## src/sbg_pkg.sv

```systemverilog
package sbg_pkg;

  // ==========================================================
  // Register map (indices; byte address is four times the index)
  localparam logic [7:0] RCV_CTRL_IDX   = 8'h18;
  localparam logic [7:0] XMT_CTRL_IDX   = 8'h98;
  localparam logic [7:0] DIVISOR_IDX    = 8'h99;
  localparam logic [7:0] GEN_STATUS_IDX = 8'h9A;
  localparam int         ADDR_W         = 10;

  // ==========================================================
  // Reset values
  localparam logic [7:0] XMT_CTRL_RST = 8'h02;
  localparam logic [7:0] RCV_CTRL_RST = 8'h00;
  localparam logic [7:0] DIVISOR_RST  = 8'h00;

  // ==========================================================
  // Transmit control field positions
  localparam int CLK_SRC_BIT   = 7;
  localparam int SYNC_MODE_BIT = 4;
  localparam int HIGH_SPD_BIT  = 2;
  localparam int TSR_EMPTY_BIT = 1;
  // Transmit control bits that software can write
  localparam logic [7:0] XMT_CTRL_WMASK = 8'hF5;
  // Receive control: bits 7..3 writable, 2..0 reported by shift logic
  localparam logic [7:0] RCV_CTRL_WMASK = 8'hF8;

  // ==========================================================
  // Prescale terminal counts: divide by 64, 16 and 4
  localparam logic [5:0] SCALE_ASYNC_LOW  = 6'h3F;
  localparam logic [5:0] SCALE_ASYNC_HIGH = 6'h0F;
  localparam logic [5:0] SCALE_SYNC       = 6'h03;

  typedef enum logic [1:0] {
    SBG_RATE_ASYNC_LOW  = 2'b00,
    SBG_RATE_ASYNC_HIGH = 2'b01,
    SBG_RATE_SYNC       = 2'b10
  } sbg_rate_e;

endpackage

```

## src/sbg_majority.sv

```systemverilog
`timescale 1ns/10ps
module sbg_majority
  import sbg_pkg::*;
(
  // Clock and reset
  input  wire logic sys_clk_i,
  input  wire logic sys_rst_i,
  input  wire logic clk_en_i,
  // Samples
  input  wire logic sample_i,
  input  wire logic strobe_i,
  // Decision
  output logic      level_o,
  output logic      valid_o
);

  logic [1:0] samples_reg;
  logic [1:0] count_reg;

  function automatic logic vote(input logic a, input logic b, input logic c);
    return (a & b) | (a & c) | (b & c);
  endfunction

  // ==========================================================
  // Three-sample vote
  always_ff @(posedge sys_clk_i)
  begin
    if (sys_rst_i)
    begin
      samples_reg <= 2'h3;
      count_reg   <= 2'h0;
      level_o     <= 1'b1;
      valid_o     <= 1'b0;
    end
    else if (clk_en_i)
    begin
      valid_o <= 1'b0;
      if (strobe_i)
      begin
        samples_reg <= {samples_reg[0], sample_i};
        if (count_reg == 2'h2)
        begin
          count_reg <= 2'h0;
          level_o   <= vote(samples_reg[1], samples_reg[0], sample_i);
          valid_o   <= 1'b1;
        end
        else
        begin
          count_reg <= count_reg + 2'h1;
        end
      end
    end
  end

endmodule

```

## src/sbg_top.sv

```systemverilog
// The Avalon-MM slave port was decided locally.
`timescale 1ns/10ps
module sbg_top
  import sbg_pkg::*;
(
  // Clock and reset
  input  wire logic                       sys_clk_i,
  input  wire logic                       sys_rst_i,
  input  wire logic                       clk_en_i,
  // Avalon-MM slave
  input  wire logic [sbg_pkg::ADDR_W-1:0] avs_address_i,
  input  wire logic                       avs_read_i,
  input  wire logic                       avs_write_i,
  input  wire logic [31:0]                avs_writedata_i,
  input  wire logic [3:0]                 avs_byteenable_i,
  output logic      [31:0]                avs_readdata_o,
  output logic                            avs_waitrequest_o,
  // Pins
  input  wire logic                       receive_data_pin_i,
  input  wire logic                       ext_bit_clk_i,
  // Shift logic status
  input  wire logic                       tsr_empty_i,
  input  wire logic [2:0]                 rx_status_i,
  // Shift logic timing and configuration
  output logic                            rate_tick_o,
  output logic                            rx_bit_o,
  output logic                            rx_bit_valid_o,
  output logic      [7:0]                 xmt_ctrl_o,
  output logic      [7:0]                 rcv_ctrl_o
);

  import sbg_pkg::*;

  // ==========================================================
  // Declarations
  logic [7:0] xmt_ctrl_reg;
  logic [7:0] rcv_ctrl_reg;
  logic [7:0] divisor_reg;
  logic       ack_reg;
  logic [7:0] rdata_reg;
  logic [5:0] pre_reg;
  logic [7:0] count_reg;
  logic       tick_reg;
  logic [1:0] rx_sync_reg;
  logic [1:0] ext_sync_reg;
  logic       ext_prev_reg;
  logic       sample_stb_reg;
  logic       bus_req;
  logic       wr_fire;
  logic       div_write;
  logic [7:0] word_idx;
  logic       sync_mode;
  logic       high_speed;
  logic       master_mode;
  logic       pre_done;
  logic [5:0] pre_last;
  logic [5:0] pre_mid;
  logic       ext_rise;
  logic       vote_level;
  logic       vote_valid;
  sbg_rate_e  rate_sel;

  // ==========================================================
  // Avalon decode: one wait state, then the answer
  function automatic logic hit(input logic [7:0] idx, input logic [7:0] want);
    return idx == want;
  endfunction

  assign bus_req           = avs_read_i | avs_write_i;
  assign avs_waitrequest_o = bus_req & ~ack_reg;
  assign word_idx          = avs_address_i[ADDR_W-1:2];
  // Writes land only on the edge where the master sees waitrequest low
  assign wr_fire           = avs_write_i & ack_reg & avs_byteenable_i[0];
  assign div_write         = wr_fire & hit(word_idx, DIVISOR_IDX);
  assign avs_readdata_o    = {24'h000000, rdata_reg};

  always_ff @(posedge sys_clk_i)
  begin
    if (sys_rst_i)
    begin
      ack_reg <= 1'b0;
    end
    else if (clk_en_i)
    begin
      ack_reg <= bus_req & ~ack_reg;
    end
  end

  always_ff @(posedge sys_clk_i)
  begin
    if (sys_rst_i)
    begin
      rdata_reg <= 8'h00;
    end
    else if (clk_en_i && avs_read_i && !ack_reg)
    begin
      // Unmapped words read as zero
      if (hit(word_idx, XMT_CTRL_IDX))
        rdata_reg <= {xmt_ctrl_reg[7:2], tsr_empty_i, xmt_ctrl_reg[0]};
      else if (hit(word_idx, RCV_CTRL_IDX))
        rdata_reg <= {rcv_ctrl_reg[7:3], rx_status_i};
      else if (hit(word_idx, DIVISOR_IDX))
        rdata_reg <= divisor_reg;
      else if (hit(word_idx, GEN_STATUS_IDX))
        rdata_reg <= {6'h00, ~master_mode, vote_level};
      else
        rdata_reg <= 8'h00;
    end
  end

  // ==========================================================
  // Control registers
  always_ff @(posedge sys_clk_i)
  begin
    if (sys_rst_i)
    begin
      xmt_ctrl_reg <= XMT_CTRL_RST;
      rcv_ctrl_reg <= RCV_CTRL_RST;
    end
    else if (clk_en_i && wr_fire)
    begin
      if (hit(word_idx, XMT_CTRL_IDX))
        xmt_ctrl_reg <= (avs_writedata_i[7:0] & XMT_CTRL_WMASK)
                        | (XMT_CTRL_RST & ~XMT_CTRL_WMASK);
      if (hit(word_idx, RCV_CTRL_IDX))
        rcv_ctrl_reg <= avs_writedata_i[7:0] & RCV_CTRL_WMASK;
    end
  end

  always_ff @(posedge sys_clk_i)
  begin
    if (sys_rst_i)
    begin
      divisor_reg <= DIVISOR_RST;
    end
    else if (clk_en_i && div_write)
    begin
      divisor_reg <= avs_writedata_i[7:0];
    end
  end

  assign xmt_ctrl_o = {xmt_ctrl_reg[7:2], tsr_empty_i, xmt_ctrl_reg[0]};
  assign rcv_ctrl_o = {rcv_ctrl_reg[7:3], rx_status_i};

  // ==========================================================
  // Mode decode
  assign sync_mode   = xmt_ctrl_reg[SYNC_MODE_BIT];
  assign high_speed  = xmt_ctrl_reg[HIGH_SPD_BIT];
  // Clock source bit only matters in synchronous mode
  assign master_mode = ~sync_mode | xmt_ctrl_reg[CLK_SRC_BIT];

  always_comb
  begin
    if (sync_mode)
      rate_sel = SBG_RATE_SYNC;
    else if (high_speed)
      rate_sel = SBG_RATE_ASYNC_HIGH;
    else
      rate_sel = SBG_RATE_ASYNC_LOW;
  end

  always_comb
  begin
    case (rate_sel)
      SBG_RATE_ASYNC_LOW:  pre_last = SCALE_ASYNC_LOW;
      SBG_RATE_ASYNC_HIGH: pre_last = SCALE_ASYNC_HIGH;
      SBG_RATE_SYNC:       pre_last = SCALE_SYNC;
      default:             pre_last = SCALE_ASYNC_LOW;
    endcase
  end

  assign pre_mid  = {1'b0, pre_last[5:1]};
  assign pre_done = (pre_reg >= pre_last);

  // ==========================================================
  // Prescaler: a mode change mid-count ends the tick early, never late
  always_ff @(posedge sys_clk_i)
  begin
    if (sys_rst_i)
    begin
      pre_reg <= 6'h00;
    end
    else if (clk_en_i)
    begin
      if (div_write)
        pre_reg <= 6'h00;
      else if (pre_done)
        pre_reg <= 6'h00;
      else
        pre_reg <= pre_reg + 6'h01;
    end
  end

  // ==========================================================
  // Free-running 8-bit divisor timer
  always_ff @(posedge sys_clk_i)
  begin
    if (sys_rst_i)
    begin
      count_reg <= DIVISOR_RST;
      tick_reg  <= 1'b0;
    end
    else if (clk_en_i)
    begin
      tick_reg <= 1'b0;
      if (div_write)
      begin
        count_reg <= avs_writedata_i[7:0];
      end
      else if (pre_done)
      begin
        if (count_reg == 8'h00)
        begin
          count_reg <= divisor_reg;
          tick_reg  <= 1'b1;
        end
        else
        begin
          count_reg <= count_reg - 8'h01;
        end
      end
    end
  end

  // ==========================================================
  // Pin synchronisers
  always_ff @(posedge sys_clk_i)
  begin
    if (sys_rst_i)
    begin
      rx_sync_reg  <= 2'h3;
      ext_sync_reg <= 2'h0;
      ext_prev_reg <= 1'b0;
    end
    else if (clk_en_i)
    begin
      rx_sync_reg  <= {rx_sync_reg[0], receive_data_pin_i};
      ext_sync_reg <= {ext_sync_reg[0], ext_bit_clk_i};
      ext_prev_reg <= ext_sync_reg[1];
    end
  end

  assign ext_rise = ext_sync_reg[1] & ~ext_prev_reg;

  // Slave timing follows the external clock edge instead of the timer
  assign rate_tick_o = master_mode ? tick_reg : ext_rise;

  // ==========================================================
  // Three samples around mid-bit: prescale phases mid-1, mid, mid+1
  always_ff @(posedge sys_clk_i)
  begin
    if (sys_rst_i)
    begin
      sample_stb_reg <= 1'b0;
    end
    else if (clk_en_i)
    begin
      sample_stb_reg <= !div_write
                        && (count_reg == {1'b0, divisor_reg[7:1]})
                        && (pre_reg + 6'h01 >= pre_mid)
                        && (pre_reg <= pre_mid + 6'h01);
    end
  end

  sbg_majority u_majority (
    .sys_clk_i (sys_clk_i),
    .sys_rst_i (sys_rst_i),
    .clk_en_i  (clk_en_i),
    .sample_i  (rx_sync_reg[1]),
    .strobe_i  (sample_stb_reg),
    .level_o   (vote_level),
    .valid_o   (vote_valid)
  );

  assign rx_bit_o       = vote_level;
  assign rx_bit_valid_o = vote_valid;

endmodule

```

## config.mk

```make
export PLATFORM = sky130hd
export DESIGN_NAME = sbg_top
export DESIGN_NICKNAME = d
export VERILOG_FILES = /design/src/sbg_pkg.sv /design/src/sbg_majority.sv /design/src/sbg_top.sv
export SDC_FILE = /design/constraint.sdc
export NUM_CORES = 1
export LEC_CHECK = 0
export ABC_AREA = 1
export BUFFER_PORTS_ARGS = -buffer_cell sky130_fd_sc_hd__buf_2
export CAP_MARGIN = 20
export CELL_PAD_IN_SITES_DETAIL_PLACEMENT = 0
export CELL_PAD_IN_SITES_GLOBAL_PLACEMENT = 1
export CORE_MARGIN = 10
export CORE_UTILIZATION = 32
export DETAILED_ROUTE_END_ITERATION = 8
export PLACE_DENSITY = 0.78
export SYNTH_ARGS = -nofsm -noshare
export SYNTH_HDL_FRONTEND = slang
export SYNTH_HIERARCHICAL = 1
export SYNTH_SLANG_ARGS = --single-unit
```

## constraint.sdc

```tcl
create_clock -name sys_clk_i -period 2 [get_ports sys_clk_i]
set_clock_uncertainty 0.05 [all_clocks]
set_input_delay 0.1 -clock sys_clk_i [delete_from_list [all_inputs] [get_ports sys_clk_i]]
set_output_delay 0.1 -clock sys_clk_i [all_outputs]
set_load 0.05 [all_outputs]
```

==> results.json, run 1 <==
{
  "status": "completed",
  "track_usage_pct": 11.9,
  "fillers": 1168,
  "cts_sinks": 55,
  "r2r_cells": 9,
  "power_density_nw_per_um2": 539,
  "hold_depth": 3,
  "finalHoldViolCount": 0,
  "sw_frac_of_total_pct": 31.6,
  "drive_gt1_share_pct": 22.6,
  "path_class": "register to register",
  "synth_edf_count": 0,
  "hp-start": "avs_writedata_i[0]",
  "min_to": "xmt_ctrl_reg[0]",
  "grt-ovfl-total": 0,
  "ant_nets": 0,
  "synth_area_um2": 3440,
  "place_ws_ps": 25.0,
  "dp_hpwl_mm": 7.45,
  "maxClockFrequency_mhz": 527,
  "cts_htree_levels": 2,
  "grt_first_pass_wirelength_mm": 15.0,
  "dr.pass1.iters": 4,
  "antenna_cells": 0,
  "start_util_pct": 33.0,
  "num_io_pins": 109,
  "ir_drop_uv": 316,
  "die_w_um": 124,
  "synthTopCellsByArea": "dfxtp_1 (32%), nand2_1 (12%), buf_4 (6.3%)",
  "internal_power_mw": 1.47,
  "final.setup.worst_slack_ps": 101,
  "reg2reg_to": "pre_reg[4]",
  "rows": 37,
  "multi_input_area_um2": 1990,
  "setup_viol": 0,
  "io_buffers": 54,
  "clock_latency_ps": 310,
  "drv_cap": 0,
  "worst-endpoint-required_ps": 2190,
  "finalCritPeriodShare_pct": 94.9,
  "r2r-start": "xmt_ctrl_reg[2]",
  "num_vias": 3205,
  "power_switching_mw": 0.680,
  "power_mw": 2.15,
  "leakagePower_nw": 1.89,
  "reg2reg_slack_ps": 100,
  "ys_seq_elements": 55,
  "cts_buffers": 5,
  "cts_setup_buffers": 0,
  "antenna_found_initial": 0,
  "final_cell_mix": "nand2_1 (103), buf_2 (54), dfxtp_1 (53)",
  "finalNetCount": 630,
  "critPathCaptureType": "register",
  "syn_area_per_cell_um2": 6.90,
  "hold_path.class": "input port to register",
  "drcViolationCount": 0,
  "pwr-share-clk_pct": 31.4,
  "gp_congestion": 0.868,
  "p_seq_share_pct": 52.5,
  "vias_per_cell": 4.62,
  "dieArea_um2": 15300,
  "synth_warnings": 6,
  "grt_max_degree": 32,
  "fin_cells": 694,
  "clockBufferDepth": 2,
  "period_needed_ps": 1900,
  "fp.coreArea_um2": 10400,
  "yosysTopAreaCellShare_pct": 32.0,
  "layout_commonest_cell": "nand2_1",
  "seqCellArea_um2": 1110,
  "synth_cell_types": 36,
  "ys_async_sr_fraction_pct": 0,
  "seq_area_frac_synth_pct": 32.0,
  "final_max_slew_viol_count": 0,
  "synthToLayoutAreaGrowth_pct": 16.0,
  "combPwrFrac_pct": 16.1,
  "cts.clk_slew.worst_paths_ps": 110,
  "worstPathMaxFanout": 6,
  "root_buffer": "clkbuf_8",
  "dp_cells": 682,
  "synthesis.instances": 498,
  "cts_tree": "built",
  "drt_iter0_markers": 151,
  "synth_flop_cell": "dfxtp_1",
  "yosys.area.top_type": "dfxtp_1",
  "whs_ps": 30.2,
  "grt_pass1_vias": 3139,
  "finalSetupTns_ps": 0,
  "routed_wl_mm": 9.53,
  "dieHeight_um": 124,
  "start_kind": "register",
  "worstPathArrival_ps": 2090,
  "wl_per_cell_um": 13.7
}
## worst max path at each step
stage / endpoint / startpoint
2_1_floorplan: count_reg[0] / xmt_ctrl_reg[2]
3_3_place_gp: pre_reg[3] / xmt_ctrl_reg[2]
3_5_place_dp: pre_reg[4] / xmt_ctrl_reg[2]
4_1_cts: count_reg[0] / xmt_ctrl_reg[2]
5_1_grt: count_reg[0] / count_reg[0]
6_report: pre_reg[4] / xmt_ctrl_reg[2]
## metrics by stage
step / util (%) / instance area [µm²]
after floorplan: - / 3530
after global placement: 36.3 / 3780
after detailed placement: 36.3 / 3780
after CTS: 37.6 / 3920
after global routing: 38.3 / 3990
final: 38.3 / 3990
## worst max-delay path, stage by stage (launching register included)
cell     delay, ps
dfxtp_2        370
inv_2           60
nand2_2        120
ha_4           220
a21o_1         180
nor2_2         130
nand4_1        240
nor2_4         260
nand2_1         90
a21oi_2        120
## repair_timing
action / 4_1_cts / 5_1_grt
hold buffers: 4 / 0
gates resized for setup: 1 / 15
setup endpoints to repair: 4 / 11
endpoints found under the hold margin: 3 / 0
pin swaps: 0 / 3
## power groups by stage
stage          Clock [mW]  Sequential (mW)  Combinational, mW
5_1_grt             0.750             1.13              0.372
3_5_place_dp            0             1.15              0.335
4_1_cts             0.707             1.13              0.343
3_3_place_gp            0             1.15              0.333
2_1_floorplan           0             1.18              0.266
6_report            0.676             1.13              0.346
## routing by layer
layer	track usage, %	vias up	part of all wire (%)
met4	2.11	0	0.84
met3	2.44	8	5.6
li1	-	1677	-
met5	0	-	0
met1	14.8	1450	45
met2	20.9	70	49
## final cells by class
| type | instances | share of cell area, % |
|---|---|---|
| Multi-Input combinational cell | 365 | 49.8 |
| Sequential cell | 55 | 27.7 |
| Timing Repair Buffer | 69 | 9.85 |
| Inverter | 61 | 5.87 |
| Tap cell | 136 | 4.27 |
| Clock buffer | 6 | 2.07 |
| Clock inverter | 2 | 0.408 |
## cells by family after synthesis
group                      synth area share (%)
AOI/OAI and AO/OA                          16.6
xor gates and xnor gates                   1.53
adders and majority gates                  5.82
buffers and inverters                      15.0
DFF                                        32.0
other                                     0.218
and+or+nand+nor                            28.9
## cells in the mapped netlist (8+ instances only)
cell type and instances:
clkbuf_1 8, dfxtp_1 55, nor2_1 43, o21ai_1 14, inv_1 50, nand2_1 106
nand2_2 8, nand3_1 29, o21ai_0 35, nand4_1 8, buf_4 29, a21oi_1 36
inv_2 10, ha_1 16
(Power assumes the default switching activity.)
==> run 2: changes to the inputs <==
Settings changed: ABC_AREA 1 to not set, CORE_UTILIZATION 32 to 33.
==> results.json, run 2 <==
{
  "finalNetCount": 517,
  "finalCritPeriodShare_pct": 103,
  "met3_usage_pct": 1.98,
  "synth.most_common_cell": "dfxtp_1",
  "synthToLayoutAreaGrowth_pct": 21.2,
  "ant_nets": 0,
  "clockBufferDepth": 2,
  "clock_latency_ps": 310,
  "worstPathMaxFanout": 4,
  "power_switching_mw": 0.608,
  "dieArea_um2": 14300,
  "fillers": 971,
  "num_vias": 2819,
  "synthTopCellsByArea": "dfxtp_1 (34%), buf_4 (6.9%), ha_1 (6.1%)",
  "synthAdderAreaFrac_pct": 6.13,
  "synth_warnings": 6,
  "gp_congestion": 0.832,
  "dr.pass1.iters": 4,
  "final_area_um2": 3960,
  "track_usage_pct": 11.7,
  "synthSimpleGateAreaFrac_pct": 19.5,
  "vias_per_cell": 4.88,
  "routed_wl_mm": 8.57,
  "place_ws_ps": -48.8,
  "met2_usage_pct": 19.5,
  "cts.clk_slew.worst_paths_ps": 100,
  "syn_area_per_cell_um2": 8.78,
  "synth.area.mux_share_pct": 8.20,
  "finalSetupTns_ps": -58.2,
  "power_mw": 2.14,
  "p_seq_share_pct": 52.0,
  "top_usage_layer": "met2",
  "finalHoldViolCount": 0,
  "worstPathArrival_ps": 2280,
  "cts_setup_buffers": 0,
  "worst-endpoint-required_ps": 2220,
  "whs_ps": 11.5,
  "yosys.area.top_type": "dfxtp_1",
  "leakagePower_nw": 1.74,
  "dp_hpwl_mm": 6.72,
  "seq_area_frac_synth_pct": 33.7,
  "internal_power_mw": 1.53,
  "grt_first_pass_wirelength_mm": 14.1,
  "cts_buffers": 5,
  "drcViolationCount": 0,
  "grt_pass1_vias": 2788,
  "synth_compound_area_share_pct": 18.0,
  "cts_sinks": 55,
  "synth_edf_count": 0,
  "rsz0062_at_grt": "yes",
  "final_max_slew_viol_count": 0,
  "drt_iter0_markers": 122,
  "final_util_pct": 40.9,
  "grt-ovfl-total": 0,
  "synth_xor_area_share_pct": 3.49,
  "grt_max_degree": 38,
  "dp_cells": 567,
  "dieHeight_um": 119,
  "sw_frac_of_total_pct": 28.4,
  "slew_headroom_pct": 62.5,
  "critPathCaptureType": "register",
  "ys_seq_elements": 55,
  "die_w_um": 119,
  "layout_commonest_cell": "buf_2",
  "drv_cap": 0,
  "ir_drop_uv": 334,
  "hold_path.class": "input port to register",
  "grtUsageMet1_pct": 14.9,
  "pwr-share-clk_pct": 34.3,
  "root_buffer": "clkbuf_8",
  "period_needed_ps": 2060,
  "failed_checks": "negative setup slack",
  "fin_cells": 578,
  "combPwrFrac_pct": 13.7,
  "drive_gt1_share_pct": 29.2,
  "wl_per_cell_um": 14.8,
  "dpl_cell_area_um2": 3780,
  "power_density_nw_per_um2": 541,
  "antenna_cells": 0,
  "synth_cell_types": 61,
  "final_cell_mix": "buf_2 (54), dfxtp_1 (52), nor2_1 (35)",
  "io_buffers": 54,
  "antenna_found_initial": 0,
  "ys_async_sr_fraction_pct": 0,
  "fp.coreArea_um2": 9680,
  "maxClockFrequency_mhz": 486,
  "yosysTopAreaCellShare_pct": 33.7,
  "synth_common_cells": "dfxtp_1 (55), nor2_1 (35), buf_4 (30)",
  "synth_flop_cell": "dfxtp_1",
  "start_util_pct": 33.7,
  "cts_htree_levels": 2,
  "rows": 36,
  "start_kind": "register",
  "synth_area_um2": 3260,
  "path_class": "register to register",
  "cts_tree": "built",
  "num_io_pins": 109,
  "synthesis.instances": 372,
  "tightest_slew_ps": 561,
  "synth_top_family_by_area": "simple AND/OR/NAND/NOR gates",
  "final.setup.worst_slack_ps": -58.2,
  "status": "finished with violations",
  "setup_viol": 1
}
[run 2: cell count changes after synthesis, moves of 10 or more]
| cell | previous run | this run |
|---|---|---|
| mux2i_1 | 0 | 20 |
| o21ai_0 | 35 | 8 |
| nand2_1 | 106 | 25 |
| inv_1 | 50 | 11 |
| inv_2 | 10 | 0 |
| o21ai_1 | 14 | 1 |
| a22o_1 | 0 | 10 |
| nand3_1 | 29 | 5 |
| a21oi_1 | 36 | 22 |
[run 2: path summary, 6_finish.rpt]
path / to / slack, ps / cells after the start / start
hold reg to reg: rx_sync_reg[1] / 410 / 1 / rx_sync_reg[0]
hold / removal: xmt_ctrl_reg[4] / 10 / 2 / sys_rst_i
setup reg to reg: sample_stb_reg / -60 / 6 / xmt_ctrl_reg[2]
setup / recovery: sample_stb_reg / -60 / 6 / xmt_ctrl_reg[2]
[run 2: metal layers]
| metal | vias up | part of all wire [%] |
|---|---|---|
| li1 | 1425 | - |
| met1 | 1326 | 47 |
| met2 | 62 | 48 |
| met3 | 6 | 4.2 |
| met4 | 0 | 1.2 |
| met5 | - | 0 |
[run 2: critical path, cell delays in order, from the launching register on]
cell	delay, ps
dfxtp_4	360
or2_4	280
ha_4	270
nand3_2	60
or4b_4	550
a2111oi_4	290
a22o_1	160
[run 2: what timing repair did]
action | CTS | global route
gates cloned | 0 | 0
pin swaps | 4 | 2
hold buffers | 3 | 0
gates resized for setup | 4 | 4
hold endpoints to repair | 3 | 0
endpoints found under the setup margin | 8 | 9
[run 2: layout make-up]
class / instances / area [µm²] / share of cell area, %
Clock buffer: 7 / 108 / 2.72
Tap cell: 133 / 166 / 4.21
Clock inverter: 1 / 5.00 / 0.127
Timing Repair Buffer: 87 / 529 / 13.4
Sequential cell: 55 / 1110 / 28.1
Multi-Input combinational cell: 284 / 2000 / 50.5
Inverter: 11 / 41.3 / 1.04
[run 2: cells by family after synthesis]
logic type               count (synthesis)
buffers and inverters                   57
adder cells (fa/ha/maj)                 16
flip-flops                              55
AND/OR/NAND/NOR                        118
XOR/XNOR                                13
multiplexers                            26
other                                    2
AO/OA/AOI/OAI                           85
[run 2: power by group through the flow]
stage	clock, mW	sequential [mW]	combinational [mW]
after floorplan	0	1.14	0.246
after global routing	0.799	1.11	0.314
final	0.734	1.11	0.293
after CTS	0.756	1.11	0.290
after global placement	0	1.14	0.283
after detailed placement	0	1.14	0.284
==> run 3: changes to the inputs <==
Settings changed: HOLD_SLACK_MARGIN set to 0.12.
==> results.json, run 3 (synthesized netlist as in run 2, its figures left out) <==
{
  "gp_congestion": 0.832,
  "num_io_pins": 109,
  "failed_checks": "negative setup slack",
  "cp_slowest_cell": "or4b_4",
  "min_to": "rdata_reg[0]",
  "vias_per_cell": 4.91,
  "grt_first_pass_wirelength_mm": 14.2,
  "grt_max_degree": 38,
  "routed_wl_mm": 8.65,
  "cts_htree_levels": 2,
  "status": "finished with violations",
  "fin_cells": 586,
  "place_ws_ps": -48.8,
  "drive_gt1_share_pct": 28.7,
  "final_cell_mix": "buf_2 (54), dfxtp_1 (52), nor2_1 (35)",
  "synthToLayoutAreaGrowth_pct": 23.6,
  "antenna_cells": 0,
  "start_kind": "register",
  "num_vias": 2877,
  "root_buffer": "clkbuf_8",
  "combPwrFrac_pct": 14.2,
  "cts_buffers": 5,
  "worst-endpoint-required_ps": 2220,
  "grtUsageMet1_pct": 14.9,
  "p_seq_share_pct": 51.7,
  "ant_nets": 0,
  "internal_power_mw": 1.54,
  "final_util_pct": 41.7,
  "dieHeight_um": 119,
  "start_util_pct": 33.7,
  "met2_usage_pct": 19.7,
  "r2r-start": "xmt_ctrl_reg[2]",
  "sw_frac_of_total_pct": 28.4,
  "fillers": 968,
  "finalSetupTns_ps": -57.8,
  "rsz0062_at_grt": "yes",
  "hold_depth": 4,
  "io_buffers": 54,
  "cts_sinks": 55,
  "reg2reg_to": "sample_stb_reg",
  "antenna_found_initial": 0,
  "grt_pass1_vias": 2820,
  "slew_headroom_pct": 61.1,
  "drv_cap": 0,
  "die_w_um": 119,
  "reg2reg_slack_ps": -60,
  "met3_usage_pct": 2.03,
  "pwr-share-clk_pct": 34.1,
  "worstPathMaxFanout": 4,
  "final.setup.worst_slack_ps": -57.8,
  "maxClockFrequency_mhz": 486,
  "cts_setup_buffers": 0,
  "crit_chain": "or2_4 > ha_4 > nand3_2 > or4b_4 > a2111oi_4 > a22o_1",
  "path_class": "register to register",
  "dpl_cell_area_um2": 3780,
  "dieArea_um2": 14300,
  "path_delay_family": "simple AND/OR/NAND/NOR gates",
  "finalCritPeriodShare_pct": 103,
  "clockBufferDepth": 2,
  "clock_latency_ps": 310,
  "grt-ovfl-total": 0,
  "drt_iter0_markers": 143,
  "track_usage_pct": 11.7,
  "cts.clk_slew.worst_paths_ps": 100,
  "hold_path.class": "input port to register",
  "final_max_slew_viol_count": 0,
  "top_usage_layer": "met2",
  "crit_buf_inv": 0,
  "setup_viol": 1,
  "cts_tree": "built",
  "power_density_nw_per_um2": 533,
  "period_needed_ps": 2060,
  "worstPathArrival_ps": 2280,
  "whs_ps": 141,
  "dp_hpwl_mm": 6.72,
  "wl_per_cell_um": 14.8,
  "tightest_slew_ps": 581,
  "ir_drop_uv": 334,
  "layout_commonest_cell": "buf_2",
  "critPathCaptureType": "register",
  "power_mw": 2.15,
  "hp-start": "avs_address_i[8]",
  "leakagePower_nw": 1.77,
  "drcViolationCount": 0,
  "fp.coreArea_um2": 9680,
  "dp_cells": 567,
  "dr.pass1.iters": 4,
  "final_area_um2": 4040,
  "r2r_cells": 6,
  "power_switching_mw": 0.610,
  "slowest_delay_ps": 550,
  "finalHoldViolCount": 0,
  "rows": 36,
  "finalNetCount": 525
}
==> run 3: repair_timing <==
action	in CTS	in global routing
endpoints found under the setup margin	8	9
resized for setup	4	4
hold buffers	11	0
pin swaps	4	2
gates cloned	0	0
endpoints found under the hold margin	28	0
==> run 3: per-layer routing <==
| metal | part of all wire [%] | up-vias |
|---|---|---|
| met4 | 1.2 | 0 |
| met1 | 46 | 1364 |
| met3 | 4.6 | 6 |
| li1 | - | 1441 |
| met2 | 48 | 66 |
| met5 | 0 | - |
==> run 3: worst max path at each step <==
| stage | start | end | slack (ps) | cells past startpoint |
|---|---|---|---|---|
| detailed placement | xmt_ctrl_reg[4] | count_reg[3] | -50 | 7 |
| finish | xmt_ctrl_reg[2] | sample_stb_reg | -60 | 6 |
| global route | xmt_ctrl_reg[2] | sample_stb_reg | -130 | 6 |
| global placement | xmt_ctrl_reg[4] | sample_stb_reg | -30 | 6 |
| CTS | xmt_ctrl_reg[2] | sample_stb_reg | -60 | 6 |
| floorplan | xmt_ctrl_reg[4] | sample_stb_reg | -110 | 6 |
==> run 3: worst register-to-register path, stage by stage (launching register included) <==
cell and delay, ps:
dfxtp_4 360, or2_4 280, ha_4 270, nand3_2 60, or4b_4 550, a2111oi_4 290
a22o_1 160
==> run 3: layout make-up <==
| cell class | count | area [µm²] | share of cell area (%) |
|---|---|---|---|
| clock buffer | 7 | 108 | 2.67 |
| clock inverter | 1 | 5.00 | 0.124 |
| inverter | 11 | 41.3 | 1.02 |
| multi-input combinational | 284 | 2000 | 49.5 |
| sequential | 55 | 1110 | 27.5 |
| tap | 133 | 166 | 4.12 |
| timing repair buffer | 95 | 609 | 15.1 |
==> run 3: power groups by stage <==
stage          combinational (mW)  clock [mW]  sequential (mW)
3_5_place_dp                0.284           0             1.14
3_3_place_gp                0.283           0             1.14
4_1_cts                     0.303       0.756             1.11
2_1_floorplan               0.246           0             1.14
5_1_grt                     0.327       0.799             1.11
6_report                    0.305       0.734             1.11
